File: src/design/fxr_ctrl_cfg.svh
// Offsets, fields, reset values and timing counts of the reference control block
`ifndef FXR_CTRL_CFG_SVH
`define FXR_CTRL_CFG_SVH
`define FXR_REG_CONTROL_ADDR 4'h0
`define FXR_BIT_ENABLE 7
`define FXR_BIT_READY 6
`define FXR_CONV_LSB 0
`define FXR_CMP_LSB 2
`define FXR_CONTROL_RESET 8'h00
`define FXR_CONTROL_WMASK 8'h8F
`define FXR_SETTLE_NS 25000
`define FXR_CLK_PERIOD_NS 10
`define FXR_SETTLE_CYCLES ((`FXR_SETTLE_NS + `FXR_CLK_PERIOD_NS - 1) / `FXR_CLK_PERIOD_NS)
`endif

File: src/design/fxr_ctrl_pkg.sv
// Types shared by the reference control block
package fxr_ctrl_pkg;
    typedef enum logic [1:0] {
        FXR_GAIN_OFF = 2'b00,
        FXR_GAIN_X1 = 2'b01,
        FXR_GAIN_X2 = 2'b10,
        FXR_GAIN_X4 = 2'b11
    } fxr_gain_t;
    typedef enum logic [1:0] {
        FXR_ST_OFF = 2'b00,
        FXR_ST_SETTLE = 2'b01,
        FXR_ST_READY = 2'b10
    } fxr_state_t;
endpackage : fxr_ctrl_pkg

File: src/design/fxr_gain_stage.sv
// One programmable gain stage: decodes a gain code into one-hot level selects
`timescale 1ns/100ps
module fxr_gain_stage
    import fxr_ctrl_pkg::*;
#(
    parameter bit ALLOW_X4 = 1'b1
) (
    input wire logic i_sys_clk,
    input wire logic i_arst_n,
    input wire logic i_enable,
    input wire logic [1:0] i_code,
    output logic [2:0] o_level_sel
);
    typedef struct packed {
        logic [2:0] sel;
    } fxr_gst_t;
    fxr_gst_t st_r;
    fxr_gst_t st_nxt;

    always_comb begin
        st_nxt = st_r;
        st_nxt.sel = 3'h0;
        if (i_enable) begin
            case (fxr_gain_t'(i_code))
                FXR_GAIN_OFF: st_nxt.sel = 3'h0;
                FXR_GAIN_X1: st_nxt.sel = 3'h1;
                FXR_GAIN_X2: st_nxt.sel = 3'h2;
                FXR_GAIN_X4: st_nxt.sel = ALLOW_X4 ? 3'h4 : 3'h0;
                default: st_nxt.sel = 3'h0;
            endcase
        end
    end

    always_ff @(posedge i_sys_clk or negedge i_arst_n) begin
        if (!i_arst_n) begin
            st_r <= '0;
        end else begin
            st_r <= st_nxt;
        end
    end

    assign o_level_sel = st_r.sel;

    a_gain_x4_block: assert property (
        @(posedge i_sys_clk) disable iff (!i_arst_n)
        !ALLOW_X4 |-> !o_level_sel[2]
    ) else $error("four times level offered where barred");
    a_gain_off_dis: assert property (
        @(posedge i_sys_clk) disable iff (!i_arst_n)
        !i_enable |=> o_level_sel == 3'h0
    ) else $error("level active while disabled");
endmodule : fxr_gain_stage

File: src/design/fxr_settle_timer.sv
// Settling timer: counts cycles after enable and raises settled
`timescale 1ns/100ps
module fxr_settle_timer
    import fxr_ctrl_pkg::*;
#(
    parameter int SETTLE_CYCLES = 2500
) (
    input wire logic i_sys_clk,
    input wire logic i_arst_n,
    input wire logic i_enable,
    output logic o_settled
);
    typedef struct packed {
        fxr_state_t state;
        logic [15:0] count;
    } fxr_tst_t;
    localparam logic [15:0] LAST = 16'(SETTLE_CYCLES - 1);
    fxr_tst_t st_r;
    fxr_tst_t st_nxt;

    always_comb begin
        st_nxt = st_r;
        case (st_r.state)
            FXR_ST_OFF: begin
                st_nxt.count = 16'h0000;
                if (i_enable) begin
                    st_nxt.state = FXR_ST_SETTLE;
                end
            end
            FXR_ST_SETTLE: begin
                if (!i_enable) begin
                    st_nxt.state = FXR_ST_OFF;
                end else if (st_r.count == LAST) begin
                    st_nxt.state = FXR_ST_READY;
                end else begin
                    st_nxt.count = st_r.count + 16'h0001;
                end
            end
            FXR_ST_READY: begin
                if (!i_enable) begin
                    st_nxt.state = FXR_ST_OFF;
                end
            end
            default: st_nxt.state = FXR_ST_OFF;
        endcase
    end

    always_ff @(posedge i_sys_clk or negedge i_arst_n) begin
        if (!i_arst_n) begin
            st_r <= '{state: FXR_ST_OFF, count: 16'h0000};
        end else begin
            st_r <= st_nxt;
        end
    end

    assign o_settled = (st_r.state == FXR_ST_READY);

    a_settle_not_early: assert property (
        @(posedge i_sys_clk) disable iff (!i_arst_n)
        $rose(i_enable) && st_r.state == FXR_ST_OFF |=> !o_settled [*2]
    ) else $error("settled too early");
endmodule : fxr_settle_timer

File: src/design/fxr_ctrl_top.sv
// Fixed reference control register with Avalon-MM slave, settle timer and gain stages
//
// Local design decisions: the address map and the Avalon-MM register port.
`timescale 1ns/100ps
`include "fxr_ctrl_cfg.svh"
module fxr_ctrl_top
    import fxr_ctrl_pkg::*;
#(
    parameter bit HAS_LDO = 1'b0,
    parameter bit LOW_VOLTAGE = 1'b0,
    parameter int SETTLE_CYCLES = `FXR_SETTLE_CYCLES
) (
    input wire logic i_sys_clk,
    input wire logic i_arst_n,
    input wire logic [3:0] i_avs_address,
    input wire logic i_avs_read,
    input wire logic i_avs_write,
    input wire logic [31:0] i_avs_writedata,
    input wire logic [3:0] i_avs_byteenable,
    output logic [31:0] o_avs_readdata,
    output logic o_avs_waitrequest,
    output logic [1:0] o_avs_response,
    output logic o_ref_enable,
    output logic o_ref_ready,
    output logic [2:0] o_conv_level_sel,
    output logic [2:0] o_cmp_level_sel
);
    typedef struct packed {
        logic [7:0] control;
        logic busy;
        logic waitreq;
        logic [31:0] rdata;
        logic [1:0] resp;
        logic enable;
        logic ready;
    } fxr_top_st_t;

    fxr_top_st_t st_r;
    fxr_top_st_t st_nxt;
    logic settled;
    logic [2:0] conv_sel;
    logic [2:0] cmp_sel;
    localparam logic [1:0] RESP_OKAY = 2'h0;
    localparam logic [1:0] RESP_DECODE = 2'h3;

    function automatic logic [7:0] fxr_read_value(input logic [7:0] ctl, input logic rdy);
        logic [7:0] v;
        v = ctl & `FXR_CONTROL_WMASK;
        v[`FXR_BIT_READY] = rdy;
        return v;
    endfunction : fxr_read_value

    function automatic logic fxr_addr_hit(input logic [3:0] adr);
        return adr == `FXR_REG_CONTROL_ADDR;
    endfunction : fxr_addr_hit

    function automatic logic [7:0] fxr_write_value(input logic [31:0] wd);
        return wd[7:0] & `FXR_CONTROL_WMASK;
    endfunction : fxr_write_value

    fxr_settle_timer #(
        .SETTLE_CYCLES(SETTLE_CYCLES)
    ) u_timer (
        .i_sys_clk(i_sys_clk),
        .i_arst_n(i_arst_n),
        .i_enable(st_r.enable),
        .o_settled(settled)
    );

    fxr_gain_stage #(
        .ALLOW_X4(!LOW_VOLTAGE)
    ) u_conv_gain (
        .i_sys_clk(i_sys_clk),
        .i_arst_n(i_arst_n),
        .i_enable(st_r.enable),
        .i_code(st_r.control[`FXR_CONV_LSB +: 2]),
        .o_level_sel(conv_sel)
    );

    fxr_gain_stage #(
        .ALLOW_X4(1'b1)
    ) u_cmp_gain (
        .i_sys_clk(i_sys_clk),
        .i_arst_n(i_arst_n),
        .i_enable(st_r.enable),
        .i_code(st_r.control[`FXR_CMP_LSB +: 2]),
        .o_level_sel(cmp_sel)
    );

    always_comb begin
        st_nxt = st_r;
        st_nxt.busy = 1'b0;
        if ((i_avs_read || i_avs_write) && !st_r.busy) begin
            // Latch the answer now; it is shown with waitrequest low one cycle later
            st_nxt.busy = 1'b1;
            st_nxt.rdata = 32'h0000_0000;
            st_nxt.resp = RESP_OKAY;
            if (!fxr_addr_hit(i_avs_address)) begin
                st_nxt.resp = RESP_DECODE;
            end else if (i_avs_read) begin
                st_nxt.rdata = {24'h00_0000, fxr_read_value(st_r.control, st_r.ready)};
            end
        end
        // A write lands only at the edge where the master sees waitrequest low
        if (i_avs_write && st_r.busy && fxr_addr_hit(i_avs_address) && i_avs_byteenable[0]) begin
            st_nxt.control = fxr_write_value(i_avs_writedata);
        end
        st_nxt.waitreq = !st_nxt.busy;
        st_nxt.enable = st_r.control[`FXR_BIT_ENABLE];
        st_nxt.ready = HAS_LDO ? 1'b1 : (settled && st_r.enable);
    end

    always_ff @(posedge i_sys_clk or negedge i_arst_n) begin
        if (!i_arst_n) begin
            st_r <= '{
                control: `FXR_CONTROL_RESET,
                busy: 1'b0,
                waitreq: 1'b1,
                rdata: 32'h0000_0000,
                resp: 2'h0,
                enable: 1'b0,
                ready: 1'b0
            };
        end else begin
            st_r <= st_nxt;
        end
    end

    assign o_avs_waitrequest = st_r.waitreq;
    assign o_avs_readdata = st_r.rdata;
    assign o_avs_response = st_r.resp;
    assign o_ref_enable = st_r.enable;
    assign o_ref_ready = st_r.ready;
    assign o_conv_level_sel = conv_sel;
    assign o_cmp_level_sel = cmp_sel;

    // Reference enable, ready flag, reserved bits and control writes
    a_enable_follow: assert property (
        @(posedge i_sys_clk) disable iff (!i_arst_n)
        st_r.control[`FXR_BIT_ENABLE]
        |=> o_ref_enable
    ) else $error("enable not following bit");
    a_enable_drop: assert property (
        @(posedge i_sys_clk) disable iff (!i_arst_n)
        !st_r.control[`FXR_BIT_ENABLE]
        |=> !o_ref_enable
    ) else $error("enable stays on after clear");
    a_paths_off: assert property (
        @(posedge i_sys_clk) disable iff (!i_arst_n)
        !o_ref_enable
        |=> o_conv_level_sel == 3'h0 && o_cmp_level_sel == 3'h0
    ) else $error("level path active while disabled");
    a_ready_when_off: assert property (
        @(posedge i_sys_clk) disable iff (!i_arst_n)
        !HAS_LDO && !o_ref_enable
        |=> !o_ref_ready
    ) else $error("ready while disabled");
    a_settle_hold: assert property (
        @(posedge i_sys_clk) disable iff (!i_arst_n)
        !HAS_LDO && o_ref_enable && !settled
        |=> !o_ref_ready
    ) else $error("ready before settling");
    a_ready_settled: assert property (
        @(posedge i_sys_clk) disable iff (!i_arst_n)
        !HAS_LDO && o_ref_ready
        |-> $past(settled)
    ) else $error("ready without settled timer");
    a_ready_bit_read: assert property (
        @(posedge i_sys_clk) disable iff (!i_arst_n)
        i_avs_read && !st_r.busy && fxr_addr_hit(i_avs_address)
        |=> o_avs_readdata[`FXR_BIT_READY] == $past(o_ref_ready)
    ) else $error("read ready bit differs from flag");
    a_ready_ldo_one: assert property (
        @(posedge i_sys_clk) disable iff (!i_arst_n)
        HAS_LDO
        |=> o_ref_ready
    ) else $error("ready not one with regulator");
    a_resv_read_zero: assert property (
        @(posedge i_sys_clk) disable iff (!i_arst_n)
        o_avs_readdata[5:4] == 2'h0
    ) else $error("reserved bits read nonzero");
    a_resv_ctl_zero: assert property (
        @(posedge i_sys_clk) disable iff (!i_arst_n)
        st_r.control[6:4] == 3'h0
    ) else $error("read-only or reserved bits stored");
    a_write_lands: assert property (
        @(posedge i_sys_clk) disable iff (!i_arst_n)
        i_avs_write && st_r.busy && fxr_addr_hit(i_avs_address) && i_avs_byteenable[0]
        |=> st_r.control == fxr_write_value($past(i_avs_writedata))
    ) else $error("write did not land");

    // Gain stages
    a_stage_indep: assert property (
        @(posedge i_sys_clk) disable iff (!i_arst_n)
        o_ref_enable && st_r.control[3:0] == 4'h9
        |=> o_cmp_level_sel == 3'h2 && o_conv_level_sel == 3'h1
    ) else $error("stages not independent");
    a_level_onehot: assert property (
        @(posedge i_sys_clk) disable iff (!i_arst_n)
        $onehot0(o_conv_level_sel) && $onehot0(o_cmp_level_sel)
    ) else $error("more than one level selected");
    a_conv_off_map: assert property (
        @(posedge i_sys_clk) disable iff (!i_arst_n)
        o_ref_enable && st_r.control[`FXR_CONV_LSB +: 2] == FXR_GAIN_OFF
        |=> o_conv_level_sel == 3'h0
    ) else $error("conv off wrong");
    a_conv_x1_map: assert property (
        @(posedge i_sys_clk) disable iff (!i_arst_n)
        o_ref_enable && st_r.control[`FXR_CONV_LSB +: 2] == FXR_GAIN_X1
        |=> o_conv_level_sel == 3'h1
    ) else $error("conv x1 wrong");
    a_conv_x2_map: assert property (
        @(posedge i_sys_clk) disable iff (!i_arst_n)
        o_ref_enable && st_r.control[`FXR_CONV_LSB +: 2] == FXR_GAIN_X2
        |=> o_conv_level_sel == 3'h2
    ) else $error("conv x2 wrong");
    a_read_gains: assert property (
        @(posedge i_sys_clk) disable iff (!i_arst_n)
        i_avs_read && !st_r.busy && fxr_addr_hit(i_avs_address)
        |=> o_avs_readdata[3:0] == $past(st_r.control[3:0])
    ) else $error("gain fields read wrong");
    a_cmp_off_map: assert property (
        @(posedge i_sys_clk) disable iff (!i_arst_n)
        o_ref_enable && st_r.control[`FXR_CMP_LSB +: 2] == FXR_GAIN_OFF
        |=> o_cmp_level_sel == 3'h0
    ) else $error("cmp off wrong");
    a_cmp_x1_map: assert property (
        @(posedge i_sys_clk) disable iff (!i_arst_n)
        o_ref_enable && st_r.control[`FXR_CMP_LSB +: 2] == FXR_GAIN_X1
        |=> o_cmp_level_sel == 3'h1
    ) else $error("cmp x1 wrong");
    a_cmp_x2_map: assert property (
        @(posedge i_sys_clk) disable iff (!i_arst_n)
        o_ref_enable && st_r.control[`FXR_CMP_LSB +: 2] == FXR_GAIN_X2
        |=> o_cmp_level_sel == 3'h2
    ) else $error("cmp x2 wrong");
    a_cmp_x4_map: assert property (
        @(posedge i_sys_clk) disable iff (!i_arst_n)
        o_ref_enable && st_r.control[`FXR_CMP_LSB +: 2] == FXR_GAIN_X4
        |=> o_cmp_level_sel == 3'h4
    ) else $error("cmp x4 wrong");
    a_conv_x4_map: assert property (
        @(posedge i_sys_clk) disable iff (!i_arst_n)
        !LOW_VOLTAGE && o_ref_enable && st_r.control[`FXR_CONV_LSB +: 2] == FXR_GAIN_X4
        |=> o_conv_level_sel == 3'h4
    ) else $error("conv x4 wrong");
    a_conv_lv_bar: assert property (
        @(posedge i_sys_clk) disable iff (!i_arst_n)
        LOW_VOLTAGE
        |-> !o_conv_level_sel[2]
    ) else $error("conv x4 on low voltage");
    a_conv_lv_off: assert property (
        @(posedge i_sys_clk) disable iff (!i_arst_n)
        LOW_VOLTAGE && o_ref_enable && st_r.control[`FXR_CONV_LSB +: 2] == FXR_GAIN_X4
        |=> o_conv_level_sel == 3'h0
    ) else $error("conv x4 code not off on low voltage");

    // Bus handshake and responses
    a_wait_one: assert property (
        @(posedge i_sys_clk) disable iff (!i_arst_n)
        (i_avs_read || i_avs_write) && !st_r.busy
        |-> o_avs_waitrequest
    ) else $error("no wait on first cycle");
    a_wait_release: assert property (
        @(posedge i_sys_clk) disable iff (!i_arst_n)
        st_r.busy
        |-> !o_avs_waitrequest
    ) else $error("answer cycle still waits");
    a_busy_one_cycle: assert property (
        @(posedge i_sys_clk) disable iff (!i_arst_n)
        st_r.busy
        |=> !st_r.busy
    ) else $error("answer held longer than one cycle");
    a_resp_mapped: assert property (
        @(posedge i_sys_clk) disable iff (!i_arst_n)
        (i_avs_read || i_avs_write) && !st_r.busy && fxr_addr_hit(i_avs_address)
        |=> o_avs_response == RESP_OKAY
    ) else $error("mapped access not answered okay");
    a_resp_unmapped: assert property (
        @(posedge i_sys_clk) disable iff (!i_arst_n)
        (i_avs_read || i_avs_write) && !st_r.busy && !fxr_addr_hit(i_avs_address)
        |=> o_avs_response == RESP_DECODE && o_avs_readdata == 32'h0000_0000
    ) else $error("unmapped access not refused");
    a_write_unmapped: assert property (
        @(posedge i_sys_clk) disable iff (!i_arst_n)
        i_avs_write && !fxr_addr_hit(i_avs_address)
        |=> $stable(st_r.control)
    ) else $error("unmapped write changed control");
    a_write_no_lane: assert property (
        @(posedge i_sys_clk) disable iff (!i_arst_n)
        i_avs_write && !i_avs_byteenable[0]
        |=> $stable(st_r.control)
    ) else $error("write without lane changed control");
    a_enable_bit_read: assert property (
        @(posedge i_sys_clk) disable iff (!i_arst_n)
        i_avs_read && !st_r.busy && fxr_addr_hit(i_avs_address)
        |=> o_avs_readdata[`FXR_BIT_ENABLE] == $past(st_r.control[`FXR_BIT_ENABLE])
    ) else $error("enable bit read wrong");
    a_read_upper_zero: assert property (
        @(posedge i_sys_clk) disable iff (!i_arst_n)
        o_avs_readdata[31:8] == 24'h00_0000
    ) else $error("upper read data nonzero");

    c_write_enable: cover property (@(posedge i_sys_clk) disable iff (!i_arst_n) $rose(o_ref_enable));
    c_ready_rise: cover property (@(posedge i_sys_clk) disable iff (!i_arst_n) $rose(o_ref_ready));
    c_bad_addr: cover property (@(posedge i_sys_clk) disable iff (!i_arst_n) o_avs_response == 2'b11);
    c_write_accept: cover property (@(posedge i_sys_clk) disable iff (!i_arst_n) i_avs_write && !o_avs_waitrequest);
    c_conv_x4: cover property (@(posedge i_sys_clk) disable iff (!i_arst_n) o_conv_level_sel[2]);
endmodule : fxr_ctrl_top

File: config.mk
export PLATFORM = sky130hd
export DESIGN_NAME = fxr_ctrl_top
export DESIGN_NICKNAME = d
export VERILOG_FILES = /design/src/design/fxr_ctrl_pkg.sv /design/src/design/fxr_gain_stage.sv /design/src/design/fxr_settle_timer.sv /design/src/design/fxr_ctrl_top.sv
export VERILOG_INCLUDE_DIRS = /design/src /design/src/design
export SDC_FILE = /design/constraint.sdc
export NUM_CORES = 1
export LEC_CHECK = 0
export ABC_AREA = 0
export ABC_CLOCK_PERIOD_IN_PS = 4400
export BUFFER_PORTS_ARGS = -buffer_cell sky130_fd_sc_hd__buf_2
export CAP_MARGIN = 0
export CELL_PAD_IN_SITES_DETAIL_PLACEMENT = 1
export CELL_PAD_IN_SITES_GLOBAL_PLACEMENT = 1
export CORE_MARGIN = 3
export CORE_UTILIZATION = 38
export DETAILED_ROUTE_END_ITERATION = 10
export GPL_ROUTABILITY_DRIVEN = 0
export PLACE_DENSITY = 0.89
export RECOVER_POWER = 25
export SLEW_MARGIN = 20
export SYNTH_ARGS = -nofsm -noshare
export SYNTH_HDL_FRONTEND = slang
export SYNTH_SLANG_ARGS = --single-unit
export TNS_END_PERCENT = 20
File: constraint.sdc
create_clock -name i_sys_clk -period 4.4 [get_ports i_sys_clk]
set_input_delay 0.88 -clock i_sys_clk [delete_from_list [all_inputs] [get_ports i_sys_clk]]
set_output_delay 0.88 -clock i_sys_clk [all_outputs]
set_load 0.05 [all_outputs]
### Yosys cells after proc, flatten, opt, wreduce, memory -nomap -nowiden

Index checks and enable logic that the tools add are counted.

| word-level totals | value |
|---|---|
| register bits | 67 |
| word-level logic and storage cells | 57 |

| cells by class | value |
|---|---|
| $add $sub $neg | 1 |
| equal/unequal tests | 14 |
| multiplexer cells | 16 |
| reduce and logical (&&, ||, !) cells | 15 |

Operators with widths:

| operator | number |
|---|---|
| $mux W16 | 2 |
| $pmux W16 S2 | 1 |
| $pmux W3 S4 | 2 |
| $add A16 B1 Y16 const B | 1 |
| $eq A16 B12 Y1 const B | 1 |
| $mux W8 | 2 |
| $eq A2 B2 Y1 const B | 5 |
| $mux W2 | 5 |
| $ne A2 B2 Y1 const B | 4 |
| $eq A2 B1 Y1 const B | 3 |
| $logic_not A2 Y1 | 3 |
| $mux W3 | 2 |
| $pmux W2 S3 | 1 |
| $reduce_and A3 Y1 | 2 |
| $logic_and A1 B1 Y1 | 5 |
| $logic_not A4 Y1 | 1 |
| $ne A3 B2 Y1 const B | 1 |
| $logic_not A1 Y1 | 2 |
| $reduce_bool A2 Y1 | 1 |
| $logic_or A1 B1 Y1 | 1 |
| $mux W1 | 1 |

### Logic depth before layout (Yosys ltp)

Gate-level depths: netlist of run 1.

| depth | value |
|---|---|
| depth after elaboration | 4 |
| gate-level depth with buffers | 7 |
| mapped depth without buffers | 5 |

### Modules after synthesis

A second synthesis of run 1 with hierarchy kept.

| unflattened totals | value |
|---|---|
| cells, all modules | 209 |
| area total of the unflattened synthesis | 2188.3 sq um |

Modules (own cells, without submodules):

| module | instances | cells an instance | area each (sq um) | sequential area each (sq um) |
|---|---|---|---|---|
| fxr_settle_timer | 1 | 125 | 1122.3 | 450.4 |
| fxr_ctrl_top | 1 | 72 | 865.8 | 401.6 |
| fxr_gain_stage | 2 | 6 | 100.1 | 75.1 |

### Worst setup path before layout of run 1

No wires, ideal clock.

| timing | value |
|---|---|
| path type | reg2reg |
| start point | register u_timer.st_r[4] in the netlist's numbering |
| end point | register u_timer.st_r[11] in the netlist's numbering |
| setup time | 126 ps |
| arrival time | 1988 ps |
| required time | 4274 ps |
| setup slack | 2286 ps |
| stages on the path, launching flop included | 6 |
| path buffers | 1 |
| period minus slack after synthesis | 2114 ps |
| path through | dfrtp_1 -> or4_1 -> or4_1 -> buf_6 -> and2_4 -> a221o_1 |

| on the way | value |
|---|---|
| cells in the longest elaborated chain, start to end | 4 |

Ends and longest elaborated chain:

| element | line | text |
|---|---|---|
| from (decl) | fxr_settle_timer.sv:18 | `fxr_tst_t st_r;` |
| from (signal assigned) | fxr_settle_timer.sv:50 | `st_r <= '{state: FXR_ST_OFF, count: 16'h0000};` |
| from (signal assigned) | fxr_settle_timer.sv:52 | `st_r <= st_nxt;` |
| $add A16 B1 Y16 | fxr_settle_timer.sv:36 | `st_nxt.count = st_r.count + 16'h0001;` |
| $mux W16 | fxr_settle_timer.sv:33 | `end else if (st_r.count == LAST) begin` |
| $mux W16 | fxr_settle_timer.sv:31 | `if (!i_enable) begin` |
| $pmux W16 S2 | fxr_settle_timer.sv:23 | `case (st_r.state)` |

Parallel ways exist; a longest one is shown, timed or not. The select of a mux whose other input is x is not followed.
A chain may end at the register's enable or synchronous reset.

### Worst setup path in the final report of run 1

| timing | value |
|---|---|
| start point | register u_timer.st_r[0] in the netlist's numbering |
| end point | register u_timer.st_r[11] in the netlist's numbering |

Same word-level chain as after synthesis.

==> impl_metrics.toml, run 1 <==
[status]
status = "finished with violations"
violations = "max-capacitance violations, max-slew violations"

[clocking]
cts_sinks = 40
cts-root-buf = "clkbuf_8"
postCtsHoldBufs = 0
clk_pin_slew_ns = 0.08
post_cts_buffers = 0
cts_tree = "built"
htreeDepth = 2
clockBufferDepth = 2
cts_buffers = 5
cts-resized-gates = 0
clkLatencyLatePin_ns = 0.30

[power]
ir_drop_mv = 0.154
leakage_nw = 1.12
total_power_w = 0.000801
power_density_nw_per_um2 = 356

[sta]
fmax_ghz = 0.390
worstMarginPinSlew_ns = 2.11
timing.slew.headroom = -0.405
setup-tns-final_ns = 0
period_needed_ns = 2.56
period_share = 0.583
whs_ns = 0.416
slew_viol_final = 41
rsz0062_at_grt = "false"
setup_violations = 0
finClkSkew_ns = 0.00602
final_hold_viol_count = 0

[die]
placementRows = 26
io-pin-count = 87
dieHeight_um = 80.6
start_util = 0.404
die_width_um = 80.6
core_area_um2 = 5240
fp.dieArea_um2 = 6500

[grt]
grt_max_degree = 41
antenna_found_initial = 0
grtUsageTotal = 0.152
grt.overflow.total = 0
first_global_vias = 1505
grt_pass1_wl_mm = 7.47

[setup_path]
cp.arrival_ns = 2.75
cpPeakStageDelay_ns = 0.73
crit_type = "reg2reg"
cp-startpoint = "u_timer.st_r[0]"
cp.required_ns = 4.58
crit_buf_inv = 0
slowest_stage = "or4_1"
worstPathCellList = "ha_1, or3b_2, or4_1, and4_1, a221o_1"
crit_fanout = 18
start_kind = "register"
worstReg2RegStart = "u_timer.st_r[0]"
endpoint_kind = "register"
crit_family = "simple AND/OR/NAND/NOR gates"

[flow_run]
drv_cap = 1

[routing]
ant_nets = 0
drt_iter0_drc = 66
num_vias = 1521
wirelength_mm = 4.56
vias_per_cell = 5.17
drcViolationCount = 0
wl_per_cell_um = 15.5
drtPass1Iterations = 4

[yosys]
ys_warn_count = 0
syn_area_um2 = 2120
synthArstFlopShare = 1.00
synth_edf_count = 0
yosys-top-cells-area = "dfrtp_1 (46%), buf_4 (12%), a22o_1 (4.1%)"
synth_top_area_share = 0.461
synth_top_family_by_area = "simple AND/OR/NAND/NOR gates"
ys.flop_type = "dfrtp_1"
ys_top_cells_by_count = "dfrtp_1 (39), buf_4 (34), nand2_1 (14)"
netlist-cell-type-count = 49
synthMuxAreaShare = 0.0361
synth-simple-area-share = 0.179
ys_seq_area_frac = 0.474
synthCells = 203
synth.most_common_cell = "dfrtp_1"
synth_top_area_cell = "dfrtp_1"
synth-compound-area-share = 0.144
synth-seq-cells = 40
avgSynthCellArea_um2 = 10.4
synth-adder-area-share = 0.00591
synth_xor_xnor_area_share = 0.0124

[place]
port_buffers = 30
place_hpwl_mm = 3.30

[layout]
final_layout_size_suffix_gt1_frac = 0.219
area_delta_synth_final_pct = 6.33
antenna_cells = 0
fin_nets = 268

[min_path]
hold_path.class = "reg2reg"
min-delay-start = "st_nxt[1]"
[power by group]
| group | internal [W] | total [W] | switching, W |
|---|---|---|---|
| logic | 0.0000256 | 0.000135 | 0.000109 |
| registers | 0.000383 | 0.000403 | 0.0000199 |
| clock network | 0.000127 | 0.000263 | 0.000136 |
[cell usage in the layout, fill, tap and decap left out, types with 4 or more instances in the layout]
master	instances
or4_1	5
nand2_1	14
conb_1	26
a22o_1	10
mux2_2	5
inv_1	5
clkbuf_8	6
dfrtp_1	39
and4_1	4
nand3_1	4
nand4_1	7
nor2_1	10
a21oi_1	4
buf_2	29
[logic make-up (layout without fill, tap and decap cells)]
family / Yosys count / count (layout)
AND/OR/NAND/NOR: 66 / 66
buffers and inverters: 47 / 43
flip-flops: 40 / 40
AO/OA/AOI/OAI: 38 / 38
multiplexers: 7 / 7
XOR/XNOR: 3 / 3
adder cells (fa/ha/maj): 1 / 1
other: 1 / 26
[worst register-to-register path, cell delays in order, from the launching register on]
cell and delay (ns):
dfrtp_1 0.43, ha_1 0.27, or3b_2 0.45, or4_1 0.73, and4_1 0.31, a221o_1 0.25
[path summary, 6_finish.rpt]
check / end / slack (ns) / cells after the start
hold reg to reg: o_ref_enable / 0.42 / 0
setup reg to reg: u_timer.st_r[11] / 1.84 / 5
hold / removal: o_ref_enable / 0.42 / 0
setup / recovery: u_timer.st_r[11] / 1.84 / 5
max in group asynchronous: u_timer.st_r[15] / 2.02 / 1
min in group asynchronous: o_avs_readdata[3] / 1.18 / 1
[state kept, by name (all words and copies together), names as in the netlist, 3 cells and up]
name                     flops
u_cmp_gain.o_level_sel       3
o_avs_readdata               6
st_r                         5
u_conv_gain.o_level_sel      3
u_timer.st_r                18
[area by class of cell]
| type | count | area (um2) |
|---|---|---|
| clock buffer | 6 | 82.6 |
| clock inverter | 2 | 15.0 |
| fill | 616 | 2990 |
| inverter | 5 | 18.8 |
| multi-input combinational | 141 | 895 |
| sequential | 40 | 1000 |
| tap | 70 | 87.6 |
| timing repair buffer | 30 | 149 |
[layer usage]
layer	vias up	GRT usage	share of wire
li1	716	-	-
met1	751	0.177	0.42
met4	0	0.0642	0.017
met2	47	0.267	0.50
met3	7	0.0325	0.067
met5	-	0	0
[metrics by stage]
step	setup slack, ns	area (um2)	instances	utilization
floorplan	2.29	2210	228	-
global placement	1.89	2150	286	0.411
detailed placement	1.86	2150	286	0.411
CTS	1.84	2250	294	0.430
global route	1.49	2250	294	0.430
finish	1.84	2250	294	0.430
(Power assumes the default switching activity.)
==> inputs of run 2 (changes only) <==
--- a/config.mk
+++ b/config.mk
@@ -7,16 +7,16 @@
 export NUM_CORES = 1
 export LEC_CHECK = 0
 export ABC_AREA = 0
-export ABC_CLOCK_PERIOD_IN_PS = 4400
+export ABC_CLOCK_PERIOD_IN_PS = 2550
 export BUFFER_PORTS_ARGS = -buffer_cell sky130_fd_sc_hd__buf_2
 export CAP_MARGIN = 0
 export CELL_PAD_IN_SITES_DETAIL_PLACEMENT = 1
 export CELL_PAD_IN_SITES_GLOBAL_PLACEMENT = 1
 export CORE_MARGIN = 3
-export CORE_UTILIZATION = 38
+export CORE_UTILIZATION = 36
 export DETAILED_ROUTE_END_ITERATION = 10
 export GPL_ROUTABILITY_DRIVEN = 0
-export PLACE_DENSITY = 0.89
+export PLACE_DENSITY = 0.85
 export RECOVER_POWER = 25
 export SLEW_MARGIN = 20
 export SYNTH_ARGS = -nofsm -noshare
==> constraint.sdc (replaced) <==
create_clock -name i_sys_clk -period 2.55 [get_ports i_sys_clk]
set_input_delay 0.51 -clock i_sys_clk [delete_from_list [all_inputs] [get_ports i_sys_clk]]
set_output_delay 0.51 -clock i_sys_clk [all_outputs]
set_load 0.05 [all_outputs]
==> impl_metrics.toml, run 2 (synthesis results as in run 1) <==
[status]
status = "finished with violations"
violations = "max-capacitance violations, max-slew violations"

[grt]
grt.overflow.total = 0
first_global_vias = 1573
grt_max_degree = 41
grt_pass1_wl_mm = 7.62
grtUsageTotal = 0.148
antenna_found_initial = 0

[die]
start_util = 0.377
core_area_um2 = 5610
dieHeight_um = 82.7
placementRows = 27
fp.dieArea_um2 = 6830
die_width_um = 82.7
io-pin-count = 87

[setup_path]
start_kind = "register"
cp.arrival_ns = 2.56
crit_type = "reg2reg"
endpoint_kind = "register"
crit_fanout = 8
cp.required_ns = 2.74

[sta]
final_hold_viol_count = 0
whs_ns = 0.413
rsz0062_at_grt = "false"
worstMarginPinSlew_ns = 2.09
setup_violations = 0
slew_viol_final = 41
period_share = 0.929
finClkSkew_ns = 0.00818
period_needed_ns = 2.37
timing.slew.headroom = -0.391
fin_ws_ns = 0.181
fmax_ghz = 0.422
setup-tns-final_ns = 0

[layout]
fin_nets = 272
final_layout_size_suffix_gt1_frac = 0.232
final_common_cell = "dfrtp_1"
final_cell_mix = "dfrtp_1 (39), buf_2 (29), conb_1 (26)"
max_flop_register = "u_timer.st_r"
antenna_cells = 0
area_delta_synth_final_pct = 8.99
largest_reg_flops = 18

[clocking]
post_cts_buffers = 0
cts_buffers = 5
clk_pin_slew_ns = 0.09
cts-resized-gates = 0
postCtsHoldBufs = 0
cts_sinks = 40
clockBufferDepth = 2
htreeDepth = 2
clkLatencyLatePin_ns = 0.30
cts-root-buf = "clkbuf_8"
cts_tree = "built"

[routing]
wirelength_mm = 4.76
vias_per_cell = 5.13
drt_iter0_drc = 43
drtPass1Iterations = 5
wl_per_cell_um = 15.9
num_vias = 1539
drcViolationCount = 0
ant_nets = 0

[flow_run]
drv_cap = 1

[place]
port_buffers = 30
dp_slack_ns = 0.237
place_hpwl_mm = 3.41

[power]
power_density_nw_per_um2 = 647
ir_drop_mv = 0.277
leakage_nw = 1.16

[min_path]
hold_path.class = "reg2reg"
run 2: layer usage:
metal | track usage | wire [um] | vias to the layer above
li1 | - | - | 722
met1 | 0.175 | 2080 | 765
met2 | 0.256 | 2330 | 46
met5 | 0 | 0 | -
met3 | 0.0336 | 288 | 6
met4 | 0.0670 | 63 | 0
run 2: area by class of cell:
type                    instances  area (um2)
clock buffers                   6        82.6
flip-flops and latches         40        1000
clock inverters                 2        38.8
repair buffers                 34         179
well taps                      72        90.1
fillers                       650        3300
inverters                       5        18.8
multi-input cells             141         895
run 2: through the flow:
| stage | utilization | instances | power [W] | area [um2] |
|---|---|---|---|---|
| floorplan | - | 228 | 0.000924 | 2210 |
| global placement | 0.390 | 292 | 0.000934 | 2190 |
| detailed placement | 0.390 | 292 | 0.000943 | 2190 |
| CTS | 0.411 | 300 | 0.00150 | 2310 |
| global route | 0.411 | 300 | 0.00155 | 2310 |
| finish | 0.411 | 300 | 0.00149 | 2310 |
run 2: critical path: stages, from the launching register on:
cell	delay, ns
dfrtp_1	0.44
ha_1	0.29
or3b_2	0.46
or4_1	0.44
buf_4	0.19
and2_4	0.15
a221o_1	0.29
run 2: where the power goes:
part / switching (W) / leakage [nW] / total [W] / internal, W
Clock: 0.000245 / 0.0614 / 0.000565 / 0.000320
Sequential: 0.0000320 / 0.546 / 0.000693 / 0.000661
Combinational: 0.000190 / 0.550 / 0.000235 / 0.0000450
Total: 0.000466 / 1.16 / 0.00149 / 0.00103
run 2: final timing paths:
path / slack [ns] / endpoint / cells past startpoint / from
setup reg to reg: 0.18 / u_timer.st_r[11] / 6 / u_timer.st_r[1]
min in group asynchronous: 0.80 / st_r[41] / 1 / i_arst_n
hold reg to reg: 0.41 / o_ref_enable / 0 / st_nxt[1]
setup / recovery: 0.18 / u_timer.st_r[11] / 6 / u_timer.st_r[1]
max in group asynchronous: 0.56 / o_ref_ready / 1 / i_arst_n
hold / removal: 0.41 / o_ref_enable / 0 / st_nxt[1]
==> inputs of run 3 (changes only) <==
--- a/config.mk
+++ b/config.mk
@@ -12,6 +12,7 @@
 export CAP_MARGIN = 0
 export CELL_PAD_IN_SITES_DETAIL_PLACEMENT = 1
 export CELL_PAD_IN_SITES_GLOBAL_PLACEMENT = 1
+export CORE_ASPECT_RATIO = 1.2
 export CORE_MARGIN = 3
 export CORE_UTILIZATION = 36
 export DETAILED_ROUTE_END_ITERATION = 10
==> impl_metrics.toml, run 3 (synthesis results as in run 1) <==
[sta]
final_hold_viol_count = 0
whs_ns = 0.399
setup_violations = 0
period_needed_ns = 2.37
period_share = 0.929
fmax_ghz = 0.422
rsz0062_at_grt = "false"
slew_viol_final = 41
finClkSkew_ns = 0.00356
setup-tns-final_ns = 0
timing.slew.headroom = -0.408
fin_ws_ns = 0.181
worstMarginPinSlew_ns = 2.11

[layout]
max_flop_register = "u_timer.st_r"
largest_reg_flops = 18
antenna_cells = 0
area_delta_synth_final_pct = 10.9
utilization = 0.428
final_layout_size_suffix_gt1_frac = 0.238
final_cell_mix = "dfrtp_1 (39), buf_2 (29), conb_1 (26)"
final_common_cell = "dfrtp_1"
fin_nets = 275

[power]
power_density_nw_per_um2 = 658
pwr-share-clk = 0.399
p_sw_w = 0.000446
combPwrFrac = 0.152
leakage_nw = 1.18
switching_share = 0.289
p_seq_frac = 0.449
internal-power_w = 0.00110
ir_drop_mv = 0.230

[setup_path]
crit_fanout = 11
cp.arrival_ns = 2.55
slowest_stage = "or4_1"
r2r_cells = 5
crit_type = "reg2reg"
endpoint_kind = "register"
cpPeakStageDelay_ns = 0.64
worstPathCellList = "ha_1, or3b_2, or4_1, and2_4, a221o_1"
cp.required_ns = 2.73
start_kind = "register"

[clocking]
clk_pin_slew_ns = 0.08
htreeDepth = 2
cts-resized-gates = 0
clockBufferDepth = 2
cts_tree = "built"
post_cts_buffers = 0
postCtsHoldBufs = 0
cts-root-buf = "clkbuf_8"
clkLatencyLatePin_ns = 0.29
cts_sinks = 40
cts_buffers = 5

[die]
placementRows = 29
fp.dieArea_um2 = 6840
dieHeight_um = 90.0
start_util = 0.386
core_area_um2 = 5480
io-pin-count = 87
die_width_um = 76.0

[place]
port_buffers = 30
place_hpwl_mm = 3.48
dp_slack_ns = 0.236

[grt]
grt_max_degree = 41
grtUsageTotal = 0.144
grt_pass1_wl_mm = 8.09
first_global_vias = 1610
antenna_found_initial = 0
grt.overflow.total = 0

[flow_run]
drv_cap = 1

[routing]
wirelength_mm = 4.60
ant_nets = 0
wl_per_cell_um = 14.9
drcViolationCount = 0
num_vias = 1564
vias_per_cell = 5.08
drt_iter0_drc = 48
drtPass1Iterations = 4

[status]
status = "finished with violations"
violations = "max-capacitance violations, max-slew violations"

[min_path]
hold_path.class = "reg2reg"
min_path_cells = 0
==> run 3: changes by cell type in the layout (fill, tap and decap cells not counted), sizes merged <==
| cell | before | now |
|---|---|---|
| clkinv | 1 | 0 |
| buf | 33 | 36 |
| bufinv | 1 | 2 |
==> run 3: critical path: cells and delay by family (launching register included) <==
family / cells / cell delay [ns]
simple gates: 3 / 1.35
flops: 1 / 0.42
compound gates: 1 / 0.29
fa+ha+maj: 1 / 0.21
==> run 3: cell type report <==
type | instances | area (um2)
clock buffers | 6 | 72.6
multi-input cells | 141 | 895
well taps | 77 | 96.3
repair buffers | 37 | 201
fillers | 621 | 3130
inverters | 5 | 18.8
clock inverters | 2 | 60.1
flip-flops and latches | 40 | 1000
==> run 3: power groups by stage <==
stage / registers (W) / clock network (W) / logic [W]
6_report: 0.000693 / 0.000616 / 0.000234
5_1_grt: 0.000700 / 0.000655 / 0.000251
3_3_place_gp: 0.000704 / 0 / 0.000232
4_1_cts: 0.000693 / 0.000621 / 0.000236
2_1_floorplan: 0.000713 / 0 / 0.000211
3_5_place_dp: 0.000706 / 0 / 0.000235
==> run 3: worst paths after layout <==
kind                       slack [ns]             from                         to
max in group asynchronous        0.52         i_arst_n            u_timer.st_r[0]
min                              0.40        st_nxt[1]               o_ref_enable
min in group asynchronous        0.82         i_arst_n  u_cmp_gain.o_level_sel[2]
min reg2reg                      0.40        st_nxt[1]               o_ref_enable
max reg2reg                      0.18  u_timer.st_r[1]           u_timer.st_r[12]
max                              0.18  u_timer.st_r[1]           u_timer.st_r[12]
==> run 3: stage by stage <==
step | std cells | cell area, um2 | total power, W
detailed placement | 300 | 2210 | 0.000941
floorplan | 228 | 2210 | 0.000924
global route | 308 | 2350 | 0.00161
finish | 308 | 2350 | 0.00154
CTS | 308 | 2350 | 0.00155
global placement | 300 | 2210 | 0.000936
==> run 3: routing by layer <==
layer	share of wire	wire, um	vias up	global-route usage
met5	0	0	-	0
met4	0.011	51	0	0.0453
met3	0.053	246	5	0.0370
met2	0.54	2470	47	0.270
met1	0.40	1830	781	0.158
li1	-	-	731	-
